$ cat config.mk
export PLATFORM = sky130hd
export DESIGN_NAME = adc_trigger_delay_result_fifo
export DESIGN_NICKNAME = d
export VERILOG_FILES = /design/src/adc_trigger_delay_result_fifo.v
export VERILOG_INCLUDE_DIRS = /design/src /design/src/src
export SDC_FILE = /design/constraint.sdc
export NUM_CORES = 1
export LEC_CHECK = 0
export BUFFER_PORTS_ARGS = -buffer_cell sky130_fd_sc_hd__buf_4
export CAP_MARGIN = 20
export CORE_MARGIN = 2
export CORE_UTILIZATION = 44
export DETAILED_ROUTE_END_ITERATION = 8
export PLACE_DENSITY = 0.77
export SLEW_MARGIN = 25
export SYNTH_ARGS = -nofsm -noshare
export SYNTH_HDL_FRONTEND = slang
export SYNTH_SLANG_ARGS = --single-unit
$ cat constraint.sdc
create_clock -name clk -period 6 [get_ports clk]
set_input_delay 1.2 -clock clk [delete_from_list [all_inputs] [get_ports clk]]
set_output_delay 1.2 -clock clk [all_outputs]
set_load 0.01 [all_outputs]
$ cat src/adc_ctrl_defs.vh
`ifndef ADC_CTRL_DEFS_VH
`define ADC_CTRL_DEFS_VH

// ****************************************
// Register byte offsets
// ****************************************
`define OFS_GLOBAL_CONFIG 12'h000
`define OFS_TRIGGER_CTRL  12'h004
`define OFS_START_STROBE  12'h008
`define OFS_DELAY_SETUP   12'h00c
`define OFS_RESULT_HEAD   12'h010
`define OFS_STATUS        12'h014

// ****************************************
// Field positions
// ****************************************
`define GC_ENABLE     0
`define GC_DIFF       1
`define GC_TOUCH_LSB  2
`define GC_TOUCH_MSB  4
`define TC_POL        0
`define TC_EXT        1
`define TC_AUTO       2
`define DS_SKEW_MSB   4
`define DS_DLY_LSB    5
`define DS_DLY_MSB    13
`define DS_DIV_LSB    14
`define DS_DIV_MSB    15
`define RS_SIGN       12
`define RS_PEN        13
`define RS_OFLW       14
`define RS_DONE       15

// ****************************************
// Values and timing
// ****************************************
`define RESET_VALUE     16'h0000
`define TOUCH_PEN_DET   3'h5
`define SKEW_MAX        5'h14
`define SYS_CLK_MHZ     8'd100
`define ADC_CLK_MHZ     8'd12

`endif

$ cat src/adc_trigger_delay_result_fifo.v
`default_nettype none
`include "adc_ctrl_defs.vh"

module adc_trigger_delay_result_fifo #(
  parameter DEPTH = 4,
  parameter AW    = 2
) (
  input  wire        clk,
  input  wire        rst,
  input  wire        psel,
  input  wire        penable,
  input  wire        pwrite,
  input  wire [11:0] paddr,
  input  wire [31:0] pwdata,
  output reg  [31:0] prdata,
  output reg         pready,
  output reg         pslverr,
  input  wire        trigger_input_pin,
  input  wire        pen_detect,
  input  wire        conv_done,
  input  wire [11:0] conv_value,
  input  wire        conv_sign,
  output reg         conv_start,
  output reg         conv_diff,
  output reg  [4:0]  clock_skew_delay,
  output reg  [2:0]  touch_driver_config,
  output reg         converter_enable,
  output reg         converter_wakeup_out
);

  // ****************************************
  // States
  // ****************************************
  localparam [1:0] ST_IDLE  = 2'h0;
  localparam [1:0] ST_DELAY = 2'h1;
  localparam [1:0] ST_CONV  = 2'h2;
  // ST_CONV is left only when the core reports done or the enable drops

  function sel_hit;
    input [11:0] a;
    input [11:0] ofs;
    begin
      sel_hit = (a == ofs);
    end
  endfunction

  // Unknown offsets answer with an error and read as zero
  function reg_known;
    input [11:0] a;
    begin
      reg_known = sel_hit(a, `OFS_GLOBAL_CONFIG) | sel_hit(a, `OFS_TRIGGER_CTRL)
                | sel_hit(a, `OFS_START_STROBE) | sel_hit(a, `OFS_DELAY_SETUP)
                | sel_hit(a, `OFS_RESULT_HEAD) | sel_hit(a, `OFS_STATUS);
    end
  endfunction

  // Pointer step wraps at DEPTH, so a depth that is not a power of two works
  function [AW-1:0] ptr_next;
    input [AW-1:0] p;
    begin
      if (p == DEPTH - 1)
        ptr_next = {AW{1'b0}};
      else
        ptr_next = p + 1'b1;
    end
  endfunction

  // ****************************************
  // Registers and state
  // ****************************************
  reg  [15:0]   trig_ctrl;
  reg  [15:0]   delay_setup;
  reg  [1:0]    state;
  reg           primed;
  reg  [8:0]    delay_left;
  reg  [6:0]    frac_acc;
  reg  [1:0]    div_cnt;
  reg           trg_s1;
  reg           trg_s2;
  reg           trg_s3;
  reg           pen_s1;
  reg           pen_s2;
  reg  [12:0]   mem [0:DEPTH-1];
  reg  [AW-1:0] wr_ptr;
  reg  [AW-1:0] rd_ptr;
  reg  [AW:0]   count;
  reg           done;
  reg           overflow;

  // ****************************************
  // Bus decode
  // ****************************************
  wire acc    = psel & penable & ~pready;
  wire wr     = acc & pwrite;
  wire rd     = acc & ~pwrite;
  // Writes and pops act on the first access edge, the same edge that raises pready
  wire known  = reg_known(paddr);
  // Trigger, delay and start writes are locked while the converter is off; global config stays writable
  wire wr_ok  = wr & converter_enable;
  wire start_wr = wr_ok & sel_hit(paddr, `OFS_START_STROBE);
  wire wr_gc  = wr & sel_hit(paddr, `OFS_GLOBAL_CONFIG);
  wire wr_tc  = wr_ok & sel_hit(paddr, `OFS_TRIGGER_CTRL);
  wire wr_ds  = wr_ok & sel_hit(paddr, `OFS_DELAY_SETUP);
  wire rd_res = rd & sel_hit(paddr, `OFS_RESULT_HEAD);
  wire pop    = rd_res & done;

  // ****************************************
  // Trigger qualification
  // ****************************************
  // Edge detect only looks at the second and third stages
  wire rise   = trg_s2 & ~trg_s3;
  wire fall   = ~trg_s2 & trg_s3;
  wire edge_q = trig_ctrl[`TC_POL] ? fall : rise;
  wire external_trigger_select    = trig_ctrl[`TC_EXT];
  wire autom  = trig_ctrl[`TC_AUTO] & external_trigger_select;
  // Priming only matters on the pin path without auto mode
  wire trig_ev = ~external_trigger_select ? start_wr
               : autom ? edge_q
               : (primed & edge_q);

  // ****************************************
  // Delay timebase
  // ****************************************
  // 12 MHz tick from the 100 MHz clock by a fractional accumulator;
  // jitter of one system clock is accepted to stay single-domain
  wire [7:0] acc_sum = {1'b0, frac_acc} + `ADC_CLK_MHZ;
  wire adc_tick = (acc_sum >= `SYS_CLK_MHZ);
  wire [7:0] acc_wrap = acc_sum - `SYS_CLK_MHZ;
  wire [1:0] div_n = delay_setup[`DS_DIV_MSB:`DS_DIV_LSB];
  // Divider phase runs free, so the first delay period may be partial
  wire base_tick = adc_tick & (div_cnt == div_n);

  always @(posedge clk)
  begin
    if (rst)
    begin
      frac_acc <= 7'h00;
      div_cnt  <= 2'h0;
    end
    else
    begin
      if (adc_tick)
        frac_acc <= acc_wrap[6:0];
      else
        frac_acc <= acc_sum[6:0];
      if (adc_tick)
        div_cnt <= (div_cnt >= div_n) ? 2'h0 : div_cnt + 2'h1;
    end
  end

  // ****************************************
  // Synchronisers
  // ****************************************
  always @(posedge clk)
  begin
    if (rst)
    begin
      trg_s1 <= 1'b0;
      trg_s2 <= 1'b0;
      trg_s3 <= 1'b0;
      pen_s1 <= 1'b0;
      pen_s2 <= 1'b0;
    end
    else
    begin
      trg_s1 <= trigger_input_pin;
      trg_s2 <= trg_s1;
      trg_s3 <= trg_s2;
      // Pen detector is asynchronous as well, so it gets two stages
      pen_s1 <= pen_detect;
      pen_s2 <= pen_s1;
    end
  end

  // ****************************************
  // Conversion sequencer
  // ****************************************
  always @(posedge clk)
  begin
    if (rst)
    begin
      state      <= ST_IDLE;
      primed     <= 1'b0;
      delay_left <= 9'h000;
      conv_start <= 1'b0;
    end
    else if (!converter_enable)
    begin
      state      <= ST_IDLE;
      primed     <= 1'b0;
      conv_start <= 1'b0;
    end
    else
    begin
      conv_start <= 1'b0;
      // Edges that come outside idle are lost: one conversion at a time
      case (state)
        ST_IDLE:
        begin
          if (trig_ev)
          begin
            state      <= ST_DELAY;
            delay_left <= delay_setup[`DS_DLY_MSB:`DS_DLY_LSB];
          end
        end
        ST_DELAY:
        begin
          // A field of zero starts the conversion on the next clock
          if (delay_left == 9'h000)
          begin
            state      <= ST_CONV;
            conv_start <= 1'b1;
          end
          else if (base_tick)
            delay_left <= delay_left - 9'h001;
        end
        ST_CONV:
        begin
          if (conv_done)
          begin
            state  <= ST_IDLE;
            primed <= 1'b0;
          end
        end
        default:
          state <= ST_IDLE;
      endcase
      // Placed after the case so a write that meets the end of a
      // conversion still primes the next one
      if (start_wr && external_trigger_select && !autom)
        primed <= 1'b1;
    end
  end

  // ****************************************
  // Result FIFO
  // ****************************************
  wire push = conv_done & (state == ST_CONV) & converter_enable;
  wire full = (count == DEPTH);
  // A push that meets a pop while full still fits, so it is no overflow
  wire do_push = push & (~full | pop);
  wire [12:0] head = mem[rd_ptr];

  // Sign is masked at push, so a later mode change leaves queued data alone
  always @(posedge clk)
  begin
    if (do_push)
      mem[wr_ptr] <= {conv_sign & conv_diff, conv_value};
  end

  always @(posedge clk)
  begin
    if (rst)
    begin
      wr_ptr   <= {AW{1'b0}};
      rd_ptr   <= {AW{1'b0}};
      count    <= {(AW+1){1'b0}};
      done     <= 1'b0;
      overflow <= 1'b0;
    end
    else
    begin
      if (do_push)
        wr_ptr <= ptr_next(wr_ptr);
      if (pop)
        rd_ptr <= ptr_next(rd_ptr);
      if (do_push && !pop)
        count <= count + 1'b1;
      else if (pop && !do_push)
        count <= count - 1'b1;
      // A read drops done for one clock even with entries queued
      done <= (count != 0) & ~pop;
      if (push && full && !pop)
        overflow <= 1'b1;
      else if (rd_res)
        overflow <= 1'b0;
    end
  end

  // ****************************************
  // Register writes
  // ****************************************
  always @(posedge clk)
  begin
    if (rst)
    begin
      converter_enable    <= 1'b0;
      conv_diff           <= 1'b0;
      touch_driver_config <= 3'h0;
      trig_ctrl           <= `RESET_VALUE;
      delay_setup         <= `RESET_VALUE;
    end
    else
    begin
      if (wr_gc)
      begin
        converter_enable    <= pwdata[`GC_ENABLE];
        conv_diff           <= pwdata[`GC_DIFF];
        touch_driver_config <= pwdata[`GC_TOUCH_MSB:`GC_TOUCH_LSB];
      end
      // Unused control bits are kept at zero so they read back as zero
      if (wr_tc)
        trig_ctrl <= {13'h0000, pwdata[2:0]};
      if (wr_ds)
        delay_setup <= pwdata[15:0];
    end
  end

  // ****************************************
  // Skew output
  // ****************************************
  // Values above the limit act as the limit, so the output never exceeds it
  always @(posedge clk)
  begin
    if (rst)
      clock_skew_delay <= 5'h00;
    else if (delay_setup[`DS_SKEW_MSB:0] > `SKEW_MAX)
      clock_skew_delay <= `SKEW_MAX;
    else
      clock_skew_delay <= delay_setup[`DS_SKEW_MSB:0];
  end

  // ****************************************
  // Read path and pen status
  // ****************************************
  wire pen_on  = (touch_driver_config == `TOUCH_PEN_DET);
  // Pen bit bypasses the FIFO and reads the live detector
  wire pen_bit = pen_on & ~pen_s2;
  reg  [31:0] next_rdata;

  always @*
  begin
    next_rdata = 32'h00000000;
    if (sel_hit(paddr, `OFS_GLOBAL_CONFIG))
      next_rdata[4:0] = {touch_driver_config, conv_diff, converter_enable};
    else if (sel_hit(paddr, `OFS_TRIGGER_CTRL))
      next_rdata[15:0] = trig_ctrl;
    else if (sel_hit(paddr, `OFS_DELAY_SETUP))
      next_rdata[15:0] = delay_setup;
    else if (sel_hit(paddr, `OFS_RESULT_HEAD))
    begin
      next_rdata[12:0] = done ? head : 13'h0000;
      next_rdata[`RS_PEN] = pen_bit;
      next_rdata[`RS_OFLW] = overflow;
      next_rdata[`RS_DONE] = done;
    end
    else if (sel_hit(paddr, `OFS_STATUS))
      // Triggered stays high through the conversion itself
      next_rdata[2:0] = {state == ST_CONV, state != ST_IDLE, primed};
  end

  always @(posedge clk)
  begin
    if (rst)
    begin
      pready  <= 1'b0;
      pslverr <= 1'b0;
      prdata  <= 32'h00000000;
      converter_wakeup_out <= 1'b0;
    end
    else
    begin
      pready  <= acc;
      pslverr <= acc & ~known;
      // Read data is taken before the pop on the same edge moves the head
      if (rd)
        prdata <= next_rdata;
      // Wake-up follows the synchronised pen signal or done in pen-detect mode, not the raw pin
      converter_wakeup_out <= pen_on & (pen_s2 | done);
    end
  end

endmodule // adc_trigger_delay_result_fifo
`default_nettype wire

==> results of run 1 <==
## cell usage in the layout (no fill, tap or decap), types with 15 or more instances in the layout
cell / n
nor2_1: 60
nor3_1: 25
mux2i_1: 29
clkbuf_16: 18
conb_1: 16
edfxtp_1: 52
inv_1: 15
o21ai_0: 15
nand3_1: 15
buf_4: 81
nand2_1: 25
dfxtp_1: 84
a21oi_1: 32
## layer usage
layer | GRT usage, % | wire (um) | up-vias
met5 | 0 | 0 | -
met4 | 7.849 | 224 | 0
met3 | 3.915 | 693 | 20
met2 | 33.11 | 7107 | 160
met1 | 22.60 | 5528 | 2146
li1 | - | - | 2100
## stage by stage
step / setup WS, ns / total power, mW / instance area, um^2 / util (%)
floorplan: 2.370 / 1.086 / 6062 / -
global placement: 2.002 / 1.123 / 6643 / 49.96
detailed placement: 1.832 / 1.129 / 6643 / 49.96
CTS: 2.257 / 2.171 / 7248 / 54.52
global route: 2.010 / 2.227 / 7248 / 54.52
finish: 2.212 / 2.160 / 7248 / 54.52
## area by class of cell
class	instances	area [um^2]	share of cell area, %
Multi-Input combinational cell	363	2515	34.70
Inverter	15	56.30	0.7768
Sequential cell	136	3243	44.74
Timing Repair Buffer	81	608.1	8.389
Clock buffer	22	490.5	6.767
Clock inverter	10	115.1	1.588
Tap cell	176	220.2	3.038
## power groups by stage
stage | clock network (mW) | registers (mW) | logic, mW
floorplan | 0 | 0.999 | 0.0870
global placement | 0 | 1.00 | 0.122
detailed placement | 0 | 1.00 | 0.127
CTS | 1.06 | 0.982 | 0.128
global route | 1.10 | 0.984 | 0.141
finish | 1.05 | 0.983 | 0.127
## kinds of logic (layout without fill, tap and decap cells)
group / Yosys count / after routing
AOI/OAI and AO/OA: 97 / 97
xor gates and xnor gates: 7 / 7
adders and majority gates: 13 / 13
buffers and inverters: 59 / 128
DFF: 136 / 136
muxes: 43 / 43
other: 1 / 16
and+or+nand+nor: 187 / 187
## flip-flops by register name, summed over array words and instances, names as in the netlist, 2 cells and up, named ones only
signal,flops
delay_setup,16
rd_ptr,2
div_cnt,2
state,2
clock_skew_delay,5
mem,52
delay_left,9
frac_acc,5
count,3
wr_ptr,2
prdata,16
trig_ctrl,3
touch_driver_config,3
## final timing paths
kind | start | end | slack, ns | cells after the start
worst max-delay path | paddr[0] | count[2] | 2.21 | 12
worst min-delay path | pen_s1 | pen_s2 | 0.44 | 1
worst max register to register | done | count[2] | 2.85 | 11
worst min register to register | pen_s1 | pen_s2 | 0.44 | 1
==> results by group, run 1 <==
Outcome
  – Outcome: finished, final reports clean

Synthesis
  – Avg Synthesized Cell Area: 11.06 um^2
  – Ys Warns: 0
  – Synth Area in Adders: 2.833%
  – Synth top area cells: dfxtp_1 28%, edfxtp_1 26%, mux4_2 4.9%
  – Ys flop type: dfxtp_1
  – FFs w/ async S/R, synth: 0%
  – Cells after synthesis: 543
  – Mapped Area: 6006 um^2
  – Cell variety after synth: 63
  – Yosys reg bits: 136
  – Post-synth EDFFs: 52
  – Largest family of logic cells by synthesized area: simple AND/OR/NAND/NOR gates
  – Synth top area share: 28.00%
  – Yosys top cell by area: dfxtp_1
  – Synth Area in Simple Gates: 15.88%
  – Cell with the most instances after synthesis: dfxtp_1
  – Synth Area in Compound Gates: 11.25%
  – Seq/Total Area, Yosys: 54.00%
  – XOR/XNOR Fraction of Synth Area: 1.021%
  – Mux cell area share after synthesis: 9.896%
  – Top cells by count, synth: 84 x dfxtp_1, 60 x nor2_1, 52 x edfxtp_1

Global route
  – Initial antenna violation count: 0
  – First-pass GRT wire length: 21650 um
  – Pin count of the biggest net entering global routing: 83
  – Grt total ovfl: 0
  – Vias in the first global route: 4381
  – GRT Total Usage: 18.95%

CTS
  – Worst-case clock buffer depth: 2
  – CTS tree: built
  – Clk_lat worst skew: 0.41 ns
  – # H-tree levels: 4
  – TritonCTS buffer count: 17
  – CTS Hold Bufs: 0
  – CTS Root Cell: clkbuf_16
  – Setup bufs post-CTS: 0
  – Clk sinks: 136
  – Post-CTS Resized: 0
  – Clock transition at path regs: 0.06 ns

Worst setup path
  – Worst Path Max Fanout: 16
  – Buffer and inverter count on the worst path: 3
  – CP endpoint kind: flip-flop
  – WP data required: 6.33 ns
  – Worst path slowest cell: a31oi_2
  – CP arrival: 4.11 ns
  – CP cell instances: buf_4 > nor4_2 > and4_1 > buf_4 > nand2_1 > a31oi_2 > ha_1 > inv_1 > fa_1 > xor2_1 > or3_1 > a21oi_1
  – CP top delay family: simple AND/OR/NAND/NOR gates
  – CP peak stage delay: 0.45 ns
  – CP most frequent cell: buf_4
  – Crit start category: primary input
  – CP Class: in2reg

Route
  – DRC violations left: 0
  – DR vias/cell: 5.512
  – DRT iter0 DRCs: 371
  – Drt wl/cell: 16.88 um
  – Routed Antenna Nets: 0
  – First-pass DRT Iterations: 5
  – Vias: 4426
  – WL final: 13560 um

Floorplanning
  – Rows: 42
  – Starting Density: 45.17%
  – Die height: 120.8 um
  – DIE WIDTH: 120.8 um
  – Die area: 14600 um^2
  – Ports: 111
  – Area of the core: 13300 um^2

Timing
  – Max-Slew Margin vs Limit: 29.35%
  – Number of setup violations in the final report: 0
  – Max Clock Skew: 0.006629 ns
  – Final min period: 3.788 ns
  – Hold WS: 0.4395 ns
  – RSZ-0062 raised after global routing: no
  – Setup tns final: 0 ns
  – Period utilization: 63.13%
  – Final slew viol count: 0
  – F_max: 0.2640 GHz
  – Final hold vios: 0
  – Pin slew with the least headroom to its limit: 1.060 ns

Pwr
  – Net Sw Frac: 21.67%
  – Clock network power share: 48.6%
  – Pint: 1.692 mW
  – Max rail drop VDD: 0.0002029 V
  – NetSw: 0.4681 mW
  – Leak: 2.648 nW
  – Pwr dens: 298.0 nW/um^2
  – Sequential power share: 45.5%
  – Gate power share: 5.9%

Placement
  – GP Congestion: 0.8931
  – Placed wire-length estimate: 9481 um
  – I/O Buffers: 78
  – Placed cell count: 771

Finish
  – Filler cell count: 1095
  – # diodes: 0
  – Post-route insts no fill: 803
  – Layout cells sized above 1: 21.85%
  – Area grow syn2layout: 20.69%
  – Nets: 692

Worst hold path
  – Worst Hold Class: reg2reg

Job
  – Max_cap viols: 0
Power figures use the tool's default switching activity.
==> inputs of run 2 (changes only) <==
clock period = 3.6 ns   (was 6 ns; I/O delays follow)
==> run 2 against run 1 <==
Count of clock-buffer cells in the layout shrank 3. Setup slack worse by 1.5 ns. Clock power grew 61%. Largest cell class unchanged.
==> results by group, run 2 (same netlist as run 1, synthesis figures left out) <==
Floorplanning
  – Ports: 111 (unchanged)
  – Rows: 42 (unchanged)
  – DIE WIDTH: 120.8 um (unchanged)
  – Starting Density: 45.17% (unchanged)
  – Die height: 120.8 um (unchanged)
  – Area of the core: 13300 um^2 (unchanged)
  – Die area: 14600 um^2 (unchanged)

Finish
  – Most common cell after layout, fill and taps aside: buf_4
  – Largest regs: mem (52), delay_setup (16), prdata (16)
  – Area grow syn2layout: 20.85%
  – Multi-input logic area: 2515 um^2 (unchanged)
  – Post-route insts no fill: 808 (+0.62%)
  – Nets: 697 (+0.72%)
  – Filler cell count: 1097 (+0.18%)
  – Layout cells sized above 1: 21.84% (about the same)
  – Final core utilization: 54.59% (+0.075 points)
  – Fin area: 7258 um^2 (+0.14%)
  – # diodes: 0 (unchanged)
  – Most frequent cells in the layout: 86 x buf_4, 84 x dfxtp_1, 60 x nor2_1
  – Largest register FFs: 52 (unchanged)
  – Register area: 3243 um^2 (unchanged)
  – Most flops, register: mem

CTS
  – TritonCTS buffer count: 17 (unchanged)
  – Worst-case clock buffer depth: 2 (unchanged)
  – Clk sinks: 136 (unchanged)
  – # H-tree levels: 4 (unchanged)
  – Post-CTS Resized: 0 (unchanged)
  – CTS Root Cell: clkbuf_16
  – Clock transition at path regs: 0.05 ns (about the same)
  – Clk_lat worst skew: 0.42 ns (about the same)
  – Setup bufs post-CTS: 0 (unchanged)
  – CTS tree: built
  – CTS Hold Bufs: 0 (unchanged)

Worst setup path
  – CP Class: in2reg
  – Worst reg2reg path startpoint: frac_acc[2]
  – Worst Path Max Fanout: 12 (-4)
  – Crit start category: primary input
  – CP arrival: 3.23 ns (-0.88 ns)
  – Worst R2R Path Depth: 8 (-3)
  – Crit. Startpoint: paddr[2]
  – CP endpoint kind: flip-flop
  – WP data required: 3.94 ns (-2.39 ns)

Route
  – WL final: 14070 um (+3.8%)
  – Drt wl/cell: 17.42 um (+3.2%)
  – Routed Antenna Nets: 0 (unchanged)
  – Highest metal layer with signal wires: met4
  – DR vias/cell: 5.548 (+0.66%)
  – DRT iter0 DRCs: 354 (-4.6%)
  – Routed met3 length: 757 um (+9.2%)
  – Met2 WL: 7364 um (+3.6%)
  – DRC violations left: 0 (unchanged)
  – Vias: 4483 (+1.3%)
  – First-pass DRT Iterations: 5 (unchanged)
  – M1 WL: 5544 um (+0.29%)

Global route
  – Vias in the first global route: 4498 (+2.7%)
  – Pin count of the biggest net entering global routing: 66 (-20%)
  – First-pass GRT wire length: 22370 um (+3.3%)
  – Initial antenna violation count: 0 (unchanged)
  – GRT Total Usage: 19.82% (+0.88 points)
  – Grt total ovfl: 0 (unchanged)

Timing
  – Max Clock Skew: 0.008228 ns (+0.001599 ns)
  – F_max: 0.3467 GHz
  – Final slew viol count: 0 (unchanged)
  – Final min period: 2.884 ns
  – Period utilization: 80.12%
  – Hold WS: 0.4346 ns (-0.004940 ns)
  – Pin slew with the least headroom to its limit: 0.8981 ns (-0.1616 ns)
  – Max-Slew Margin vs Limit: 40.04% (+11 points)
  – Final hold vios: 0 (unchanged)
  – Setup tns final: 0 ns (unchanged)
  – Number of setup violations in the final report: 0 (unchanged)
  – RSZ-0062 raised after global routing: no
  – Worst setup margin: 0.7155 ns (-1.497 ns)

Pwr
  – Gate power share: 6.1% (+0.2 points)
  – Pwr dens: 488.2 nW/um^2 (+64%)
  – Pint: 2.740 mW (+62%)
  – Clock network power share: 47.7% (-0.9 points)
  – Net Sw Frac: 22.69% (+1.0 points)
  – NetSw: 0.8040 mW (+72%)
  – Total power: 3.544 mW (+64%)
  – Leak: 2.645 nW (-0.14%)
  – Sequential power share: 46.2% (+0.7 points)
  – Max rail drop VDD: 0.0003248 V (+60%)

Placement
  – GP Congestion: 0.8598 (-3.7%)
  – Pre-CTS WS: 0.3451 ns (-1.487 ns)
  – I/O Buffers: 78 (unchanged)
  – Placed wire-length estimate: 9779 um (+3.1%)
  – Placed Area: 6680 um^2 (+0.57%)
  – Placed cell count: 776 (+0.65%)

Job
  – Max_cap viols: 0 (unchanged)

Worst hold path
  – Worst Hold Class: reg2reg
  – Source of the worst hold timing path: pen_s1
  – Hold Path Cell Cnt: 1 (unchanged)

Outcome
  – Outcome: finished, final reports clean
## run 2: cell types whose count changed in the layout (fill, tap and decap cells not counted), moves of 2 or more
cell | previous run | this run
clkbuf_1 | 0 | 2
clkbuf_8 | 2 | 0
inv_6 | 1 | 4
buf_4 | 81 | 86
clkinvlp_4 | 1 | 3
clkinv_2 | 3 | 0
clkinv_1 | 0 | 2
## run 2: power groups by stage
stage	clock, mW	sequential [mW]	combinational [mW]
after global placement	0	1.67	0.204
after CTS	1.71	1.64	0.214
after floorplan	0	1.67	0.145
after global routing	1.78	1.64	0.236
final	1.69	1.64	0.215
after detailed placement	0	1.67	0.212
## run 2: final timing paths
path / end / slack [ns]
max: count[2] / 0.72
min: pen_s2 / 0.43
max reg2reg: delay_left[0] / 0.86
min reg2reg: pen_s2 / 0.43
## run 2: layer usage
| metal | up-vias | global-route usage, % |
|---|---|---|
| met5 | - | 0 |
| met4 | 0 | 8.721 |
| met3 | 36 | 4.906 |
| met2 | 168 | 34.97 |
| met1 | 2169 | 22.62 |
| li1 | 2110 | - |
## run 2: layout make-up
| class | instances | area share, % |
|---|---|---|
| Timing Repair Buffer | 86 | 8.895 |
| Clock buffer | 19 | 5.964 |
| Clock inverter | 13 | 2.000 |
| Tap cell | 176 | 3.034 |
| Sequential cell | 136 | 44.68 |
| Multi-Input combinational cell | 363 | 34.65 |
| Inverter | 15 | 0.7757 |
## run 2: worst max-delay path: stages
cell	delay, ns
buf_4	0.16
nor4bb_1	0.34
and4_1	0.27
nand2_1	0.17
a31oi_2	0.26
ha_1	0.23
inv_1	0.07
fa_1	0.38
xor2_1	0.18
or3_1	0.31
a21oi_1	0.14
==> inputs of run 3 (changes only) <==
clock period = 3 ns   (was 3.6 ns; I/O delays follow)
==> run 3 against run 2 <==
Via count increased by 2.1%. Wire length decreased by 1.3%. Combinational power grew 20%. Clock power rose by 24%. Cell count rose by 0.99%. Clock skew hardly changed. Sequential cell count is the same. Largest cell class unchanged. Highest routed layer unchanged.
==> results by group, run 3 (same netlist as run 1, synthesis figures left out) <==
Pwr
  – Leak: 2.704 nW (+2.2%)
  – Sequential power share: 45.5% (-0.7 points)
  – NetSw: 0.9536 mW (+19%)
  – Pint: 3.368 mW (+23%)
  – Net Sw Frac: 22.07% (-0.62 points)
  – Max rail drop VDD: 0.0004482 V (+38%)
  – Total power: 4.321 mW (+22%)
  – Gate power share: 6.0% (about the same)
  – Pwr dens: 588.0 nW/um^2 (+20%)
  – Clock network power share: 48.5% (+0.8 points)

CTS
  – Post-CTS Resized: 0 (unchanged)
  – CTS Hold Bufs: 0 (unchanged)
  – Worst-case clock buffer depth: 2 (unchanged)
  – CTS Root Cell: clkbuf_16
  – Clk sinks: 136 (unchanged)
  – CTS tree: built
  – Clock transition at path regs: 0.06 ns (about the same)
  – Setup bufs post-CTS: 0 (unchanged)
  – # H-tree levels: 4 (unchanged)
  – TritonCTS buffer count: 17 (unchanged)
  – Clk_lat worst skew: 0.41 ns (about the same)

Timing
  – Final hold vios: 0 (unchanged)
  – Period utilization: 91.82%
  – F_max: 0.3630 GHz
  – Max Clock Skew: 0.008038 ns (-0.0001897 ns)
  – Pin slew with the least headroom to its limit: 0.7439 ns (-0.1543 ns)
  – RSZ-0062 raised after global routing: no
  – Max-Slew Margin vs Limit: 50.41% (+10 points)
  – Number of setup violations in the final report: 0 (unchanged)
  – Setup tns final: 0 ns (unchanged)
  – Final slew viol count: 0 (unchanged)
  – Final min period: 2.755 ns

Placement
  – Placed wire-length estimate: 9822 um (+0.44%)
  – GP Congestion: 0.8580 (-0.21%)
  – I/O Buffers: 78 (unchanged)

Worst setup path
  – Worst reg2reg path startpoint: frac_acc[2]
  – CP Class: reg2reg
  – Reg2reg end: delay_left[0]
  – R2r setup slk: 0.25 ns (-0.61 ns)
  – Worst R2R Path Depth: 8 (unchanged)
  – CP arrival: 3.07 ns (-0.16 ns)
  – Crit start category: flip-flop
  – CP endpoint kind: flip-flop
  – WP data required: 3.32 ns (-0.62 ns)
  – Worst Path Max Fanout: 15 (+3)

Global route
  – M1 GR Usage: 23.92% (+1.3 points)
  – Grt total ovfl: 0 (unchanged)
  – Gr busiest metal: met2
  – Vias in the first global route: 4430 (-1.5%)
  – First-pass GRT wire length: 22210 um (-0.71%)
  – Met3 Usage GRT: 5.094% (+0.19 points)
  – Pin count of the biggest net entering global routing: 72 (+9.1%)
  – Initial antenna violation count: 0 (unchanged)
  – GRT Total Usage: 19.73% (-0.095 points)
  – Met2 usage in global routing: 33.64% (-1.3 points)

Finish
  – Multi-input logic area: 2524 um^2 (+0.35%)
  – Largest regs: mem (52), delay_setup (16), prdata (16)
  – Filler cell count: 1090 (-0.64%)
  – Register area: 3243 um^2 (unchanged)
  – Largest register FFs: 52 (unchanged)
  – Layout cells sized above 1: 23.13% (+1.3 points)
  – Most frequent cells in the layout: 94 x buf_4, 84 x dfxtp_1, 60 x nor2_1
  – # diodes: 0 (unchanged)
  – Area grow syn2layout: 22.38%
  – Nets: 705 (+1.1%)
  – Most flops, register: mem
  – Most common cell after layout, fill and taps aside: buf_4

Route
  – Vias: 4578 (+2.1%)
  – Drt wl/cell: 17.02 um (-2.3%)
  – DRC violations left: 0 (unchanged)
  – DR vias/cell: 5.610 (+1.1%)
  – DRT iter0 DRCs: 497 (+40%)
  – WL final: 13890 um (-1.3%)
  – First-pass DRT Iterations: 5 (unchanged)
  – Routed Antenna Nets: 0 (unchanged)

Floorplanning
  – Die height: 120.8 um (unchanged)
  – Starting Density: 45.17% (unchanged)
  – Ports: 111 (unchanged)
  – DIE WIDTH: 120.8 um (unchanged)
  – Area of the core: 13300 um^2 (unchanged)
  – Die area: 14600 um^2 (unchanged)
  – Rows: 42 (unchanged)

Job
  – Max_cap viols: 0 (unchanged)

Worst hold path
  – Hold Path Cell Cnt: 1 (unchanged)
  – Source of the worst hold timing path: conv_value[3]
  – Worst Hold Endpoint: mem[1][3]
  – Worst Hold Class: in2reg

Outcome
  – Outcome: finished, final reports clean
[run 3: power by group through the flow]
stage	Combinational (mW)	Clock (mW)	Sequential [mW]
after global routing	0.282	2.21	1.97
after global placement	0.245	0	2.00
final	0.258	2.10	1.97
after floorplan	0.174	0	2.00
after CTS	0.256	2.13	1.97
after detailed placement	0.254	0	2.01
[run 3: worst max-delay path by stage]
stage | endpoint | slack, ns | depth (start not counted) | from
floorplan | count[2] | 0.04 | 11 | paddr[0]
global placement | count[2] | 0.12 | 11 | paddr[0]
detailed placement | count[2] | 0.01 | 11 | paddr[0]
CTS | delay_left[1] | 0.25 | 8 | frac_acc[2]
global route | delay_left[0] | 0.10 | 8 | frac_acc[2]
finish | delay_left[0] | 0.25 | 8 | frac_acc[2]
[run 3: cell type report]
type / instances / area share (%)
Sequential cell: 136 / 44.13
Multi-Input combinational cell: 363 / 34.34
Timing Repair Buffer: 94 / 9.602
Clock buffer: 18 / 5.839
Tap cell: 176 / 2.996
Clock inverter: 14 / 2.332
Inverter: 15 / 0.7661
[run 3: critical path, stage by stage, from the launching register on]
cell and delay, ns:
dfxtp_1 0.43, inv_1 0.12, ha_1 0.28, or4b_4 0.54
o221ai_2 0.22, a21o_1 0.44, nor4b_1 0.29, a21oi_1 0.08
o32ai_1 0.25
[run 3: through the flow]
step / instance area (um^2) / util, % / hold WS, ns / worst slack (ns) / std cells
5_1_grt: 7350 / 55.28 / 0.3724 / 0.1029 / 816
3_5_place_dp: 6749 / 50.76 / 0.4343 / 0.01439 / 784
2_1_floorplan: 6071 / - / 0.4138 / 0.03827 / 558
4_1_cts: 7350 / 55.28 / 0.3704 / 0.2547 / 816
6_report: 7350 / 55.28 / 0.3874 / 0.2453 / 816
3_3_place_gp: 6749 / 50.76 / 0.4260 / 0.1200 / 784
[run 3: routing by layer]
layer	vias to the layer above	part of all wire, %
met2	175	51
li1	2123	-
met1	2249	41
met5	-	0
met3	31	5.4
met4	0	2.2
